$ cat config.mk
export PLATFORM = sky130hd
export DESIGN_NAME = lcd_frame_timing
export DESIGN_NICKNAME = d
export VERILOG_FILES = /design/src/core/lcd_timing_pkg.sv /design/src/core/glass_clock_gen.sv /design/src/core/lcd_frame_timing.sv
export SDC_FILE = /design/constraint.sdc
export NUM_CORES = 1
export LEC_CHECK = 0
export ABC_AREA = 1
export ABC_CLOCK_PERIOD_IN_PS = 4850
export BUFFER_PORTS_ARGS = -buffer_cell sky130_fd_sc_hd__buf_2
export CORE_MARGIN = 5
export CORE_UTILIZATION = 45
export CTS_CLUSTER_SIZE = 20
export DETAILED_ROUTE_END_ITERATION = 12
export PLACE_DENSITY = 0.67
export SLEW_MARGIN = 10
export SYNTH_ARGS = -nofsm -noshare
export SYNTH_HDL_FRONTEND = slang
export SYNTH_SLANG_ARGS = --single-unit
$ cat constraint.sdc
create_clock -name mclk -period 4.85 [get_ports mclk]
set_clock_uncertainty 0.05 [all_clocks]
set_input_delay 0.97 -clock mclk [delete_from_list [all_inputs] [get_ports mclk]]
set_output_delay 0.97 -clock mclk [all_outputs]
set_load 0.05 [all_outputs]
$ cat src/core/lcd_timing_pkg.sv
package lcd_timing_pkg;

    // Clock rate of mclk and the derived cycles per microsecond.
    localparam int unsigned CLK_HZ = 10_000_000;
    localparam int unsigned HZ_PER_MHZ = 1_000_000;
    localparam int unsigned CYCLES_PER_US = CLK_HZ / HZ_PER_MHZ;

    // Register byte addresses.
    localparam int ADDR_W = 8;
    localparam logic [ADDR_W-1:0] OFS_FRAME_RATE = 8'h00;
    localparam logic [ADDR_W-1:0] OFS_CONTRAST_DRIVE = 8'h04;
    localparam logic [ADDR_W-1:0] OFS_GLASS_CTRL_A = 8'h08;
    localparam logic [ADDR_W-1:0] OFS_GLASS_CTRL_B = 8'h0C;
    localparam logic [ADDR_W-1:0] OFS_STATUS = 8'h10;

    // Field positions.
    localparam int TAP_LSB = 4;
    localparam int DIV_LSB = 0;
    localparam int DRV_LSB = 5;
    localparam int CONTRAST_LSB = 0;
    localparam int BLANK_BIT = 0;
    localparam int SRC_SEL_BIT = 7;
    localparam int DUTY_LSB = 4;
    localparam int ST_DRV_BIT = 0;
    localparam int ST_BLANK_BIT = 1;
    localparam int ST_GCLK_BIT = 2;
    localparam int ST_FRAME_LSB = 8;

    // Implemented bits of each register; all others read as zero.
    localparam logic [7:0] FRAME_RATE_MASK = 8'h77;
    localparam logic [7:0] CONTRAST_DRIVE_MASK = 8'hEF;
    localparam logic [7:0] GLASS_CTRL_A_MASK = 8'h01;
    localparam logic [7:0] GLASS_CTRL_B_MASK = 8'hB0;
    localparam logic [7:0] REG_RESET = 8'h00;

    typedef enum logic [1:0] {
        DUTY_STATIC = 2'b00,
        DUTY_HALF = 2'b01,
        DUTY_THIRD = 2'b10,
        DUTY_QUARTER = 2'b11
    } duty_t;

    // Last prescaled tick count of a frame (K minus one).
    localparam logic [2:0] K_EIGHT = 3'h7;
    localparam logic [2:0] K_SIX = 3'h5;

    // Driver on-time codes and nominal times in microseconds.
    localparam logic [2:0] DRV_HALF_CODE = 3'h7;
    localparam int unsigned DRV_US_0 = 300;
    localparam int unsigned DRV_US_1 = 70;
    localparam int unsigned DRV_US_2 = 150;
    localparam int unsigned DRV_US_3 = 450;
    localparam int unsigned DRV_US_4 = 575;
    localparam int unsigned DRV_US_5 = 850;
    localparam int unsigned DRV_US_6 = 1150;

    typedef struct packed {
        logic psel;
        logic penable;
        logic pwrite;
        logic [ADDR_W-1:0] paddr;
        logic [31:0] pwdata;
    } apb_req_t;

    typedef struct packed {
        logic [2:0] tap_sel;
        logic [2:0] div_sel;
    } prescale_cfg_t;

    function automatic int unsigned drive_us(input logic [2:0] code);
        case (code)
            3'h0: drive_us = DRV_US_0;
            3'h1: drive_us = DRV_US_1;
            3'h2: drive_us = DRV_US_2;
            3'h3: drive_us = DRV_US_3;
            3'h4: drive_us = DRV_US_4;
            3'h5: drive_us = DRV_US_5;
            default: drive_us = DRV_US_6;
        endcase
    endfunction

    // Source-clock divisor N of each tap code.
    function automatic logic [12:0] tap_divisor(input logic [2:0] code);
        case (code)
            3'h0: tap_divisor = 13'h0010;
            3'h1: tap_divisor = 13'h0040;
            3'h2: tap_divisor = 13'h0080;
            3'h3: tap_divisor = 13'h0100;
            3'h4: tap_divisor = 13'h0200;
            3'h5: tap_divisor = 13'h0400;
            3'h6: tap_divisor = 13'h0800;
            default: tap_divisor = 13'h1000;
        endcase
    endfunction

endpackage

$ cat src/core/glass_clock_gen.sv
`timescale 1ns/1ns
`default_nettype none
module glass_clock_gen (
    input wire logic mclk,
    input wire logic rst,
    input wire logic src_tick,
    input wire lcd_timing_pkg::prescale_cfg_t cfg,
    output logic ps_tick
);
    import lcd_timing_pkg::*;

    logic [11:0] pre_cnt_r;
    logic [2:0] div_cnt_r;
    logic [12:0] n_val;
    logic tap_hit;

    assign n_val = tap_divisor(cfg.tap_sel);
    assign tap_hit = src_tick &&
        ((pre_cnt_r & 12'(n_val - 13'h0001)) == 12'(n_val - 13'h0001));

    always_ff @(posedge mclk) begin
        if (rst) begin
            pre_cnt_r <= 12'h000;
        end else if (src_tick) begin
            pre_cnt_r <= pre_cnt_r + 12'h001;
        end
    end

    always_ff @(posedge mclk) begin
        if (rst) begin
            div_cnt_r <= 3'h0;
            ps_tick <= 1'b0;
        end else begin
            ps_tick <= 1'b0;
            if (tap_hit) begin
                if (div_cnt_r >= cfg.div_sel) begin
                    div_cnt_r <= 3'h0;
                    ps_tick <= 1'b1;
                end else begin
                    div_cnt_r <= div_cnt_r + 3'h1;
                end
            end
        end
    end

    property p_tap_aligned;
        @(posedge mclk) disable iff (rst)
        tap_hit |-> (pre_cnt_r[3:0] == 4'hF);
    endproperty
    a_tap_aligned: assert property (p_tap_aligned)
        else $error("prescaler tap fired off its boundary");

    property p_div_count;
        @(posedge mclk) disable iff (rst)
        (tap_hit && div_cnt_r == cfg.div_sel) |=> ps_tick;
    endproperty
    a_div_count: assert property (p_div_count)
        else $error("divider did not emit tick at divide count");

endmodule
`default_nettype wire

$ cat src/core/lcd_frame_timing.sv
// Chosen here: the APB slave port and the register addresses.
`timescale 1ns/1ns
`default_nettype none
// Operation
// - Prescaled clock is prescaler tap output further divided by D; runs the module.
// - Tap code 0..7 picks N of 16,64,128,256,512,1024,2048,4096.
// - Divide field gives D equal to field value plus one.
// - Frame rate is source clock over K*N*D; K is 6 for 1/3 duty.
// - Drive field picks 300,70,150,450,575,850,1150 us or half a period.
// - Driver on-time never exceeds half a prescaled clock period.
// - Static duty or blanking forces on-time of half a prescaled period.
// - A drive field write acts at once, not at a frame boundary.
// - Frame-rate bits 7 and 3 and contrast bit 4 read as zero.
// - Source clock is system clock when select is 0, external when 1.
// - Duty codes 00..11 give static, 1/2, 1/3, 1/4 and set K.
// - Blanking takes effect when the current frame completes.
module lcd_frame_timing #(
    parameter int unsigned CYCLES_PER_US_P = lcd_timing_pkg::CYCLES_PER_US
) (
    input wire logic mclk,
    input wire logic rst,
    input wire lcd_timing_pkg::apb_req_t apb_req,
    output logic [31:0] prdata,
    output logic pready,
    output logic pslverr,
    input wire logic ext_clk,
    output logic prescaled_glass_clock,
    output logic frame_start,
    output logic driver_on,
    output logic display_blank_active
);
    import lcd_timing_pkg::*;

    logic [7:0] frame_rate_r;
    logic [7:0] contrast_drive_r;
    logic [7:0] glass_ctrl_a_r;
    logic [7:0] glass_ctrl_b_r;
    logic [7:0] frame_cnt_r;
    logic [2:0] k_cnt_r;
    logic [15:0] half_cnt_r;
    logic [15:0] us_cnt_r;
    logic ext_s1_r;
    logic ext_s2_r;
    logic ext_s3_r;
    logic ext_lvl_r;
    logic ps_tick;
    logic src_tick;
    logic ext_rise;
    logic setup;
    logic wr_en;
    logic mapped;
    logic [7:0] rd_byte;
    logic [2:0] drv_sel;
    logic [2:0] k_max;
    logic [15:0] nd_val;
    logic [15:0] half_val;
    logic [15:0] nom_cycles;
    logic half_only;
    logic half_hit;
    logic nom_hit;
    duty_t duty;
    prescale_cfg_t ps_cfg;

    // Bus decode: every transfer finishes in its first access cycle.
    assign setup = apb_req.psel && !apb_req.penable;
    assign wr_en = apb_req.psel && apb_req.penable && pready &&
        apb_req.pwrite;
    assign mapped = (apb_req.paddr == OFS_FRAME_RATE) ||
        (apb_req.paddr == OFS_CONTRAST_DRIVE) ||
        (apb_req.paddr == OFS_GLASS_CTRL_A) ||
        (apb_req.paddr == OFS_GLASS_CTRL_B) ||
        (apb_req.paddr == OFS_STATUS);

    always_ff @(posedge mclk) begin
        if (rst) begin
            pready <= 1'b0;
            pslverr <= 1'b0;
        end else begin
            pready <= setup;
            pslverr <= setup && !mapped;
        end
    end

    always_ff @(posedge mclk) begin
        if (rst) begin
            frame_rate_r <= REG_RESET;
            contrast_drive_r <= REG_RESET;
            glass_ctrl_a_r <= REG_RESET;
            glass_ctrl_b_r <= REG_RESET;
        end else if (wr_en && !pslverr) begin
            unique case (apb_req.paddr)
                OFS_FRAME_RATE: begin
                    frame_rate_r <= apb_req.pwdata[7:0] & FRAME_RATE_MASK;
                end
                OFS_CONTRAST_DRIVE: begin
                    contrast_drive_r <= apb_req.pwdata[7:0] &
                        CONTRAST_DRIVE_MASK;
                end
                OFS_GLASS_CTRL_A: begin
                    glass_ctrl_a_r <= apb_req.pwdata[7:0] &
                        GLASS_CTRL_A_MASK;
                end
                OFS_GLASS_CTRL_B: begin
                    glass_ctrl_b_r <= apb_req.pwdata[7:0] &
                        GLASS_CTRL_B_MASK;
                end
                default: begin
                end
            endcase
        end
    end

    always_comb begin
        rd_byte = 8'h00;
        unique case (apb_req.paddr)
            OFS_FRAME_RATE: rd_byte = frame_rate_r;
            OFS_CONTRAST_DRIVE: rd_byte = contrast_drive_r;
            OFS_GLASS_CTRL_A: rd_byte = glass_ctrl_a_r;
            OFS_GLASS_CTRL_B: rd_byte = glass_ctrl_b_r;
            default: rd_byte = 8'h00;
        endcase
    end

    always_ff @(posedge mclk) begin
        if (rst) begin
            prdata <= 32'h0000_0000;
        end else if (setup) begin
            if (apb_req.paddr == OFS_STATUS) begin
                prdata <= {16'h0000, frame_cnt_r, 5'h00,
                    prescaled_glass_clock, display_blank_active, driver_on};
            end else begin
                prdata <= {24'h00_0000, rd_byte};
            end
        end
    end

    // External clock: three stages, a rising edge counts when stages two and
    // three agree on the new level.
    always_ff @(posedge mclk) begin
        if (rst) begin
            ext_s1_r <= 1'b0;
            ext_s2_r <= 1'b0;
            ext_s3_r <= 1'b0;
            ext_lvl_r <= 1'b0;
        end else begin
            ext_s1_r <= ext_clk;
            ext_s2_r <= ext_s1_r;
            ext_s3_r <= ext_s2_r;
            if (ext_s2_r == ext_s3_r) begin
                ext_lvl_r <= ext_s3_r;
            end
        end
    end

    assign ext_rise = ext_s2_r && ext_s3_r && !ext_lvl_r;
    assign src_tick = glass_ctrl_b_r[SRC_SEL_BIT] ? ext_rise : 1'b1;

    assign ps_cfg.tap_sel = frame_rate_r[TAP_LSB +: 3];
    assign ps_cfg.div_sel = frame_rate_r[DIV_LSB +: 3];

    glass_clock_gen u_glass_clock_gen (
        .mclk(mclk),
        .rst(rst),
        .src_tick(src_tick),
        .cfg(ps_cfg),
        .ps_tick(ps_tick)
    );

    // Period of the prescaled clock in source ticks is N*D.
    // D is formed at four bits so that divide code 7 gives 8, not 0.
    assign nd_val = 16'({3'h0, tap_divisor(ps_cfg.tap_sel)} *
        {12'h000, {1'b0, ps_cfg.div_sel} + 4'h1});
    assign half_val = {1'b0, nd_val[15:1]};
    assign half_hit = half_cnt_r >= half_val;

    always_ff @(posedge mclk) begin
        if (rst) begin
            half_cnt_r <= 16'h0000;
            prescaled_glass_clock <= 1'b0;
        end else if (ps_tick) begin
            // The tick's own source tick is the first of the half period,
            // so the high phase never outlasts half a period.
            half_cnt_r <= 16'h0001;
            prescaled_glass_clock <= 1'b1;
        end else begin
            if (src_tick && !half_hit) begin
                half_cnt_r <= half_cnt_r + 16'h0001;
            end
            if (half_hit) begin
                prescaled_glass_clock <= 1'b0;
            end
        end
    end

    // Frame sequencing.
    assign duty = duty_t'(glass_ctrl_b_r[DUTY_LSB +: 2]);
    always_comb begin
        unique case (duty)
            DUTY_THIRD: k_max = K_SIX;
            DUTY_STATIC, DUTY_HALF, DUTY_QUARTER: k_max = K_EIGHT;
        endcase
    end

    always_ff @(posedge mclk) begin
        if (rst) begin
            k_cnt_r <= 3'h0;
            frame_start <= 1'b0;
            frame_cnt_r <= 8'h00;
        end else begin
            frame_start <= 1'b0;
            if (ps_tick) begin
                if (k_cnt_r >= k_max) begin
                    k_cnt_r <= 3'h0;
                    frame_start <= 1'b1;
                    frame_cnt_r <= frame_cnt_r + 8'h01;
                end else begin
                    k_cnt_r <= k_cnt_r + 3'h1;
                end
            end
        end
    end

    always_ff @(posedge mclk) begin
        if (rst) begin
            display_blank_active <= 1'b0;
        end else if (frame_start) begin
            display_blank_active <= glass_ctrl_a_r[BLANK_BIT];
        end
    end

    // Driver on-time; the field is read live so a write acts at once.
    assign drv_sel = contrast_drive_r[DRV_LSB +: 3];
    assign half_only = (drv_sel == DRV_HALF_CODE) ||
        (duty == DUTY_STATIC) || display_blank_active;
    assign nom_cycles = 16'(drive_us(drv_sel) * CYCLES_PER_US_P);
    assign nom_hit = !half_only && (us_cnt_r >= nom_cycles);

    always_ff @(posedge mclk) begin
        if (rst) begin
            us_cnt_r <= 16'h0000;
        end else if (ps_tick) begin
            // The first on cycle counts as one, giving exactly the nominal
            // number of cycles.
            us_cnt_r <= 16'h0001;
        end else if (us_cnt_r != 16'hFFFF) begin
            us_cnt_r <= us_cnt_r + 16'h0001;
        end
    end

    always_ff @(posedge mclk) begin
        if (rst) begin
            driver_on <= 1'b0;
        end else if (ps_tick) begin
            driver_on <= 1'b1;
        end else if (half_hit || nom_hit) begin
            driver_on <= 1'b0;
        end
    end

    // Checks.
    property p_tick_raises_clock;
        @(posedge mclk) disable iff (rst)
        ps_tick |=> prescaled_glass_clock && driver_on &&
            half_cnt_r == 16'h0001;
    endproperty
    a_tick_raises_clock: assert property (p_tick_raises_clock)
        else $error("prescaled clock did not start at tick");

    property p_frame_k;
        @(posedge mclk) disable iff (rst)
        frame_start |-> $past(ps_tick) && $past(k_cnt_r) >= k_max &&
            k_cnt_r == 3'h0;
    endproperty
    a_frame_k: assert property (p_frame_k)
        else $error("frame start not at K prescaled ticks");

    property p_nominal_off;
        @(posedge mclk) disable iff (rst)
        (driver_on && !half_only && us_cnt_r >= nom_cycles && !ps_tick)
            |=> !driver_on;
    endproperty
    a_nominal_off: assert property (p_nominal_off)
        else $error("driver stayed on past nominal time");

    property p_half_limit;
        @(posedge mclk) disable iff (rst)
        (half_hit && !ps_tick) |=> !driver_on && !prescaled_glass_clock;
    endproperty
    a_half_limit: assert property (p_half_limit)
        else $error("driver stayed on past half period");

    property p_half_only;
        @(posedge mclk) disable iff (rst)
        (half_only && driver_on && !ps_tick && !half_hit) |=>
            driver_on == prescaled_glass_clock;
    endproperty
    a_half_only: assert property (p_half_only)
        else $error("forced half-period drive time not kept");

    property p_drive_write_now;
        @(posedge mclk) disable iff (rst)
        (wr_en && !pslverr && apb_req.paddr == OFS_CONTRAST_DRIVE) |=>
            drv_sel == $past(apb_req.pwdata[DRV_LSB +: 3]);
    endproperty
    a_drive_write_now: assert property (p_drive_write_now)
        else $error("drive field write not applied at once");

    property p_reserved_zero;
        @(posedge mclk) disable iff (rst)
        (pready && !pslverr && apb_req.paddr == OFS_FRAME_RATE) |->
            prdata[7] == 1'b0 && prdata[3] == 1'b0;
    endproperty
    a_reserved_zero: assert property (p_reserved_zero)
        else $error("reserved frame-rate bit read as one");

    property p_sysclk_source;
        @(posedge mclk) disable iff (rst)
        !glass_ctrl_b_r[SRC_SEL_BIT] |-> src_tick;
    endproperty
    a_sysclk_source: assert property (p_sysclk_source)
        else $error("system clock not used as source");

    property p_third_duty_k;
        @(posedge mclk) disable iff (rst)
        (duty == DUTY_THIRD) |-> k_max == K_SIX;
    endproperty
    a_third_duty_k: assert property (p_third_duty_k)
        else $error("K not six for one-third duty");

    property p_blank_at_frame;
        @(posedge mclk) disable iff (rst)
        (frame_start && glass_ctrl_a_r[BLANK_BIT]) |=> display_blank_active;
    endproperty
    a_blank_at_frame: assert property (p_blank_at_frame)
        else $error("blanking not taken at frame completion");

    property p_frame_pulse;
        @(posedge mclk) disable iff (rst)
        frame_start |=> !frame_start;
    endproperty
    a_frame_pulse: assert property (p_frame_pulse)
        else $error("frame start strobe longer than one cycle");

    c_frame: cover property (@(posedge mclk) disable iff (rst) frame_start);
    c_nominal: cover property (@(posedge mclk) disable iff (rst)
        driver_on && nom_hit);
    c_blank: cover property (@(posedge mclk) disable iff (rst)
        $rose(display_blank_active));
    c_ext: cover property (@(posedge mclk) disable iff (rst)
        glass_ctrl_b_r[SRC_SEL_BIT] && ps_tick);

endmodule
`default_nettype wire

# Word level (Yosys, flattened, before mapping)
# Index checks and enable logic that the tools add are counted.
[totals]
register_bits = 118
[op_classes]
addsub = 8
n_mul = 2
magnitude_cmp = 4
n_eq_ne = 22
n_mux = 18
bitwise_logic = 3
reduce_logical = 41
[op_table]
columns = ["op", "n"]
rows = [
  ["13-bit one-hot mux with 7 select lines", 1],
  ["11-bit one-hot mux with 6 select lines", 1],
  ["16-bit by 1-bit adder with 16-bit output, second input constant", 2],
  ["32-bit by 3-bit multiplier with 15-bit output, second input constant", 1],
  ["8-bit one-hot mux with 4 select lines", 1],
  ["3-bit equality test, second input constant", 6],
  ["8-bit by 4-bit equality test with 1-bit output, second input constant", 2],
  ["16-bit by 15-bit greater-or-equal comparator with 1-bit output", 1],
  ["16-bit greater-or-equal comparator", 1],
  ["13-bit by 4-bit multiplier with 16-bit output", 1],
  ["16-bit two-way mux", 1],
  ["16-bit != test, second input constant", 1],
  ["12-bit by 1-bit adder with 12-bit output, second input constant", 1],
  ["12-bit AND", 1],
  ["12-bit equality test", 1],
  ["3-bit by 2-bit equality test with 1-bit output, second input constant", 4],
  ["12-bit by 1-bit subtractor with 12-bit output, second input constant", 1],
  ["1-bit logical AND", 11],
  ["1-bit two-way mux", 11],
  ["2-bit AND reduction", 5],
  ["8-bit by 1-bit adder with 8-bit output, second input constant", 1],
  ["8-bit by 3-bit equality test with 1-bit output, second input constant", 1],
  ["8-bit by 5-bit equality test with 1-bit output, second input constant", 1],
  ["8-bit zero test", 1],
  ["other kinds (17)", 40],
]

# Depth between registers and ports, before layout
[depth]
word_depth = 8
depth_mapped = 29
depth_no_buf = 29

# Hierarchy
# Synthesis repeated with hierarchy kept, for this count alone.
[unflattened]
hier_cells = 1020
area_unflattened_um2 = 7176.9
[by_module_without_submodules]
columns = ["mod", "n_inst", "cells_per_inst", "area_each_um2", "seq_area_each_um2"]
rows = [
  ["lcd_frame_timing", 1, 888, 6239.7, 1721.7],
  ["glass_clock_gen", 1, 132, 937.1, 320.3],
]

# Least setup slack after synthesis
# No wires, ideal clock.
[synth_path]
path_kind = "register to register"
from = "register frame_rate_r[0]"
to = "register half_cnt_r[13]"
arrival_ps = 4246
required_ps = 4731
path_slack_ps = 485
path_stages_with_launch = 24
n_path_buf = 1
period_less_slack_ps = 4365
cell_sequence = "dfxtp_1 -> ha_1 -> xnor2_1 -> or2_2 -> fa_1 -> fa_1 -> inv_1 -> ha_1 -> a21oi_1 -> nand2_1 -> nand2_1 -> o311ai_0 -> xor2_1 -> ha_1 -> nand2_1 -> nand2_1 -> nand2_1 -> nand2_1 -> a21oi_2 -> nand3_4 -> inv_4 -> buf_12 -> nand2_2 -> a21oi_2"
[synth_between]
elab_chain_cells = 5
[synth_rtl]
columns = ["element", "line_no", "rtl"]
rows = [
  ["from (decl)", "lcd_frame_timing.sv:34", "logic [7:0] frame_rate_r;"],
  ["from (signal assigned)", "lcd_frame_timing.sv:93", "frame_rate_r <= apb_req.pwdata[7:0] & FRAME_RATE_MASK;"],
  ["3-bit by 1-bit adder with 4-bit output", "lcd_frame_timing.sv:172", "{12'h000, {1'b0, ps_cfg.div_sel} + 4'h1});"],
  ["13-bit by 4-bit multiplier with 16-bit output", "lcd_frame_timing.sv:171", "assign nd_val = 16'({3'h0, tap_divisor(ps_cfg.tap_sel)} *"],
  ["16-bit by 15-bit greater-or-equal comparator with 1-bit output", "lcd_frame_timing.sv:174", "assign half_hit = half_cnt_r >= half_val;"],
  ["1-bit zero test", "lcd_frame_timing.sv:186", "if (src_tick && !half_hit) begin"],
  ["1-bit logical AND", "lcd_frame_timing.sv:186", ""],
  ["to (signal assigned)", "lcd_frame_timing.sv:187", "half_cnt_r <= half_cnt_r + 16'h0001;"],
  ["to (decl)", "lcd_frame_timing.sv:40", "logic [15:0] half_cnt_r;"],
]
# No other way between the ends.
# A chain may end at the register's enable or synchronous reset.

# Worst setup path in the final report
[layout_path]
from = "register frame_rate_r[0]"
to = "register half_cnt_r[12]"
# The elaborated chain is that of the path after synthesis.

==> flow_metrics.tcl <==
set metrics [dict create \
    fin_util_pct 50.0 \
    worstPathArrival_ns 4.71 \
    grt_usage_pct 17.7 \
    antenna_left 0 \
    holdCritPathClass "reg -> reg" \
    max_freq_mhz 220 \
    numPortBuffers 43 \
    ys_types 49 \
    avgSynthCellArea_sq_um 7.20 \
    synthSimpleGateAreaFrac_pct 28.7 \
    areaGrowthSynthToFinish_pct 9.64 \
    p_int_uw 1230 \
    p_switching_uw 460 \
    slew_headroom_pct 43.4 \
    p_leak_uw 0.00347 \
    first_pass_iters 5 \
    gp_congestion 0.858 \
    synth_xor_area_share_pct 4.61 \
    cts_hold_buf 0 \
    period_share_pct 93.8 \
    critPathLaunchType "flop" \
    via_per_inst 4.90 \
    fin_area_sq_mm 0.00791 \
    yosysSeqAreaShare_pct 28.3 \
    drc_errors 0 \
    diodes 0 \
    cp-startpoint "frame_rate_r[0]" \
    initial_core_util_pct 45.6 \
    rsz0062_at_grt "no" \
    finalNetCount 1172 \
    r2r_start "frame_rate_r[0]" \
    rows 46 \
    grt-ovfl-total 0 \
    routed_wl_microns 15500 \
    grt_pass1_wl_microns 26900 \
    numCtsBuffers 9 \
    antenna_found_initial 0 \
    drt_iter0_drc 317 \
    status "completed" \
    cp_max_fo 10 \
    wl_per_cell_microns 12.2 \
    final-setup-viol-count 0 \
    yosys-mux-area-fraction_pct 0 \
    synth_top_family_by_area "simple AND/OR/NAND/NOR gates" \
    tightest_slew_ns 0.848 \
    holdCritStartpoint "ext_s1_r" \
    power_frac_comb_pct 6.0 \
    synthCells 1002 \
    placed_area_sq_mm 0.00759 \
    fp.dieH_microns 137 \
    grt_max_degree 35 \
    layout-drive-gt1-share_pct 14.1 \
    die_width_microns 137 \
    clock-root-buffer "clkbuf_16" \
    grt_pass1_vias 5892 \
    dp_hpwl_microns 12100 \
    path_class "reg -> reg" \
    clock_latency_ns 0.36 \
    synth-edff-count 0 \
    p_seq_share_pct 50.4 \
    synth_seq_cells 102 \
    synth_top_flop_cell "dfxtp_1" \
    cts_tree "yes" \
    synth-compound-area-share_pct 12.2 \
    ys.warnings.count 0 \
    p_total_uw 1690 \
    peakVddDrop_uv 198 \
    cts_sinks 102 \
    finalHoldViolCount 0 \
    vias 6212 \
    worstPathRequired_ns 5.01 \
    end_kind "flop" \
    powerDensity_mw_per_mm2 214 \
    switching_share_pct 27.1 \
    pin_count 84 \
    cts.htree.levels 3 \
    fp.dieArea_sq_mm 0.0187 \
    core_area_sq_mm 0.0158 \
    clkPwrFrac_pct 43.6 \
    drv_slew 0 \
    cap_violations 0 \
    cts_resized 0 \
    clk_path_buf_depth 2 \
    async_reset_ff_share_pct 0 \
    cts.clk_slew.worst_paths_ns 0.08 \
    finalCriticalPeriod_ns 4.55 \
    postCtsSetupRepairBufs 0 \
    tns_ns 0 \
    syn_area_sq_mm 0.00722 \
    synthAdderAreaFrac_pct 15.1 \
]
synthesized netlist by cell type (14+ instances only):
cell type / instances / area share [%]
nor2_1: 103 / 5.4
dfxtp_1: 102 / 28
xor2_1: 24 / 2.9
buf_4: 19 / 2.0
nand2_1: 192 / 10
xnor2_1: 14 / 1.7
a21oi_1: 71 / 4.9
nand4_1: 18 / 1.6
ha_1: 68 / 12
nor3_1: 16 / 1.1
nand3_1: 57 / 4.0
o21ai_0: 38 / 2.6
inv_1: 137 / 7.1
metrics by stage:
stage	worst slack (ns)	std cells	hold WS, ns
CTS	0.221	1267	0.354
detailed placement	0.238	1251	0.342
floorplan	0.485	1018	0.338
finish	0.303	1267	0.354
global route	0.0000462	1267	0.381
global placement	0.283	1251	0.340
power groups by stage:
stage,clock (uW),combinational (uW),sequential [uW]
2_1_floorplan,0,86.1,873
3_3_place_gp,0,101,873
3_5_place_dp,0,102,873
4_1_cts,760,103,853
5_1_grt,790,115,855
6_report,739,102,853
registers in the layout, summed over array words and instances (netlist names), 3 cells and up:
| signal | cells |
|---|---|
| contrast_drive_r | 7 |
| frame_cnt_r | 8 |
| frame_rate_r | 6 |
| glass_ctrl_b_r | 3 |
| half_cnt_r | 16 |
| k_cnt_r | 3 |
| prdata | 16 |
| u_glass_clock_gen.div_cnt_r | 3 |
| u_glass_clock_gen.pre_cnt_r | 12 |
| us_cnt_r | 16 |
logic make-up after synthesis:
logic type	Yosys count
adders and majority gates	80
DFF	102
AOI/OAI and AO/OA	155
buffers and inverters	185
xor gates and xnor gates	38
other	1
and+or+nand+nor	441
worst max-delay path, cell delays in order, from the launching register on:
cell,delay [ns]
dfxtp_2,0.36
ha_1,0.21
xnor2_1,0.14
or2_2,0.29
fa_1,0.49
fa_1,0.54
inv_1,0.04
ha_1,0.34
a21oi_1,0.16
nand2_1,0.12
nand2_1,0.08
o311ai_0,0.14
xor2_1,0.18
ha_1,0.32
nand2_1,0.08
nand2_1,0.05
nand2_1,0.05
nand2_1,0.06
a21oi_2,0.19
nand3_4,0.17
buf_4,0.22
nand2_1,0.08
a21oi_2,0.05
layout by cell type (no fill, tap or decap), types with 3 or more instances in the layout:
master,instances
nor3_1,16
conb_1,17
fa_1,12
ha_1,68
a31oi_1,9
o21ai_0,38
o211ai_1,3
inv_8,3
buf_2,43
xnor2_1,14
nor2_1,103
nand3_2,6
nand2_2,13
xor2_1,24
o22ai_1,3
nor2_2,9
a21oi_1,71
buf_4,7
inv_2,13
dfxtp_1,101
nand2_1,192
o21ai_1,8
nand3_1,57
nand4_1,18
clkbuf_16,9
a21oi_2,13
nor3_2,9
nor2_4,5
inv_1,136
final timing paths:
check / to / slack, ns / cells after the start
max reg2reg: half_cnt_r[12] / 0.30 / 22
min: ext_s2_r / 0.35 / 2
min reg2reg: ext_s2_r / 0.35 / 2
max: half_cnt_r[12] / 0.30 / 22
area by class of cell:
class / count / area (sq um)
timing repair buffer: 50 / 268
fill: 1624 / 7920
clock inverter: 7 / 73.8
inverter: 152 / 578
clock buffer: 9 / 225
sequential: 102 / 2040
multi-input combinational: 731 / 4450
tap: 216 / 270
routing by layer:
layer | GRT usage [%] | routed length [microns] | vias up
met3 | 3.57 | 528 | 13
met2 | 29.2 | 7040 | 81
met1 | 23.6 | 7760 | 2808
li1 | - | - | 3310
met5 | 0 | 0 | -
met4 | 4.59 | 180 | 0
(Power assumes the default switching activity.)
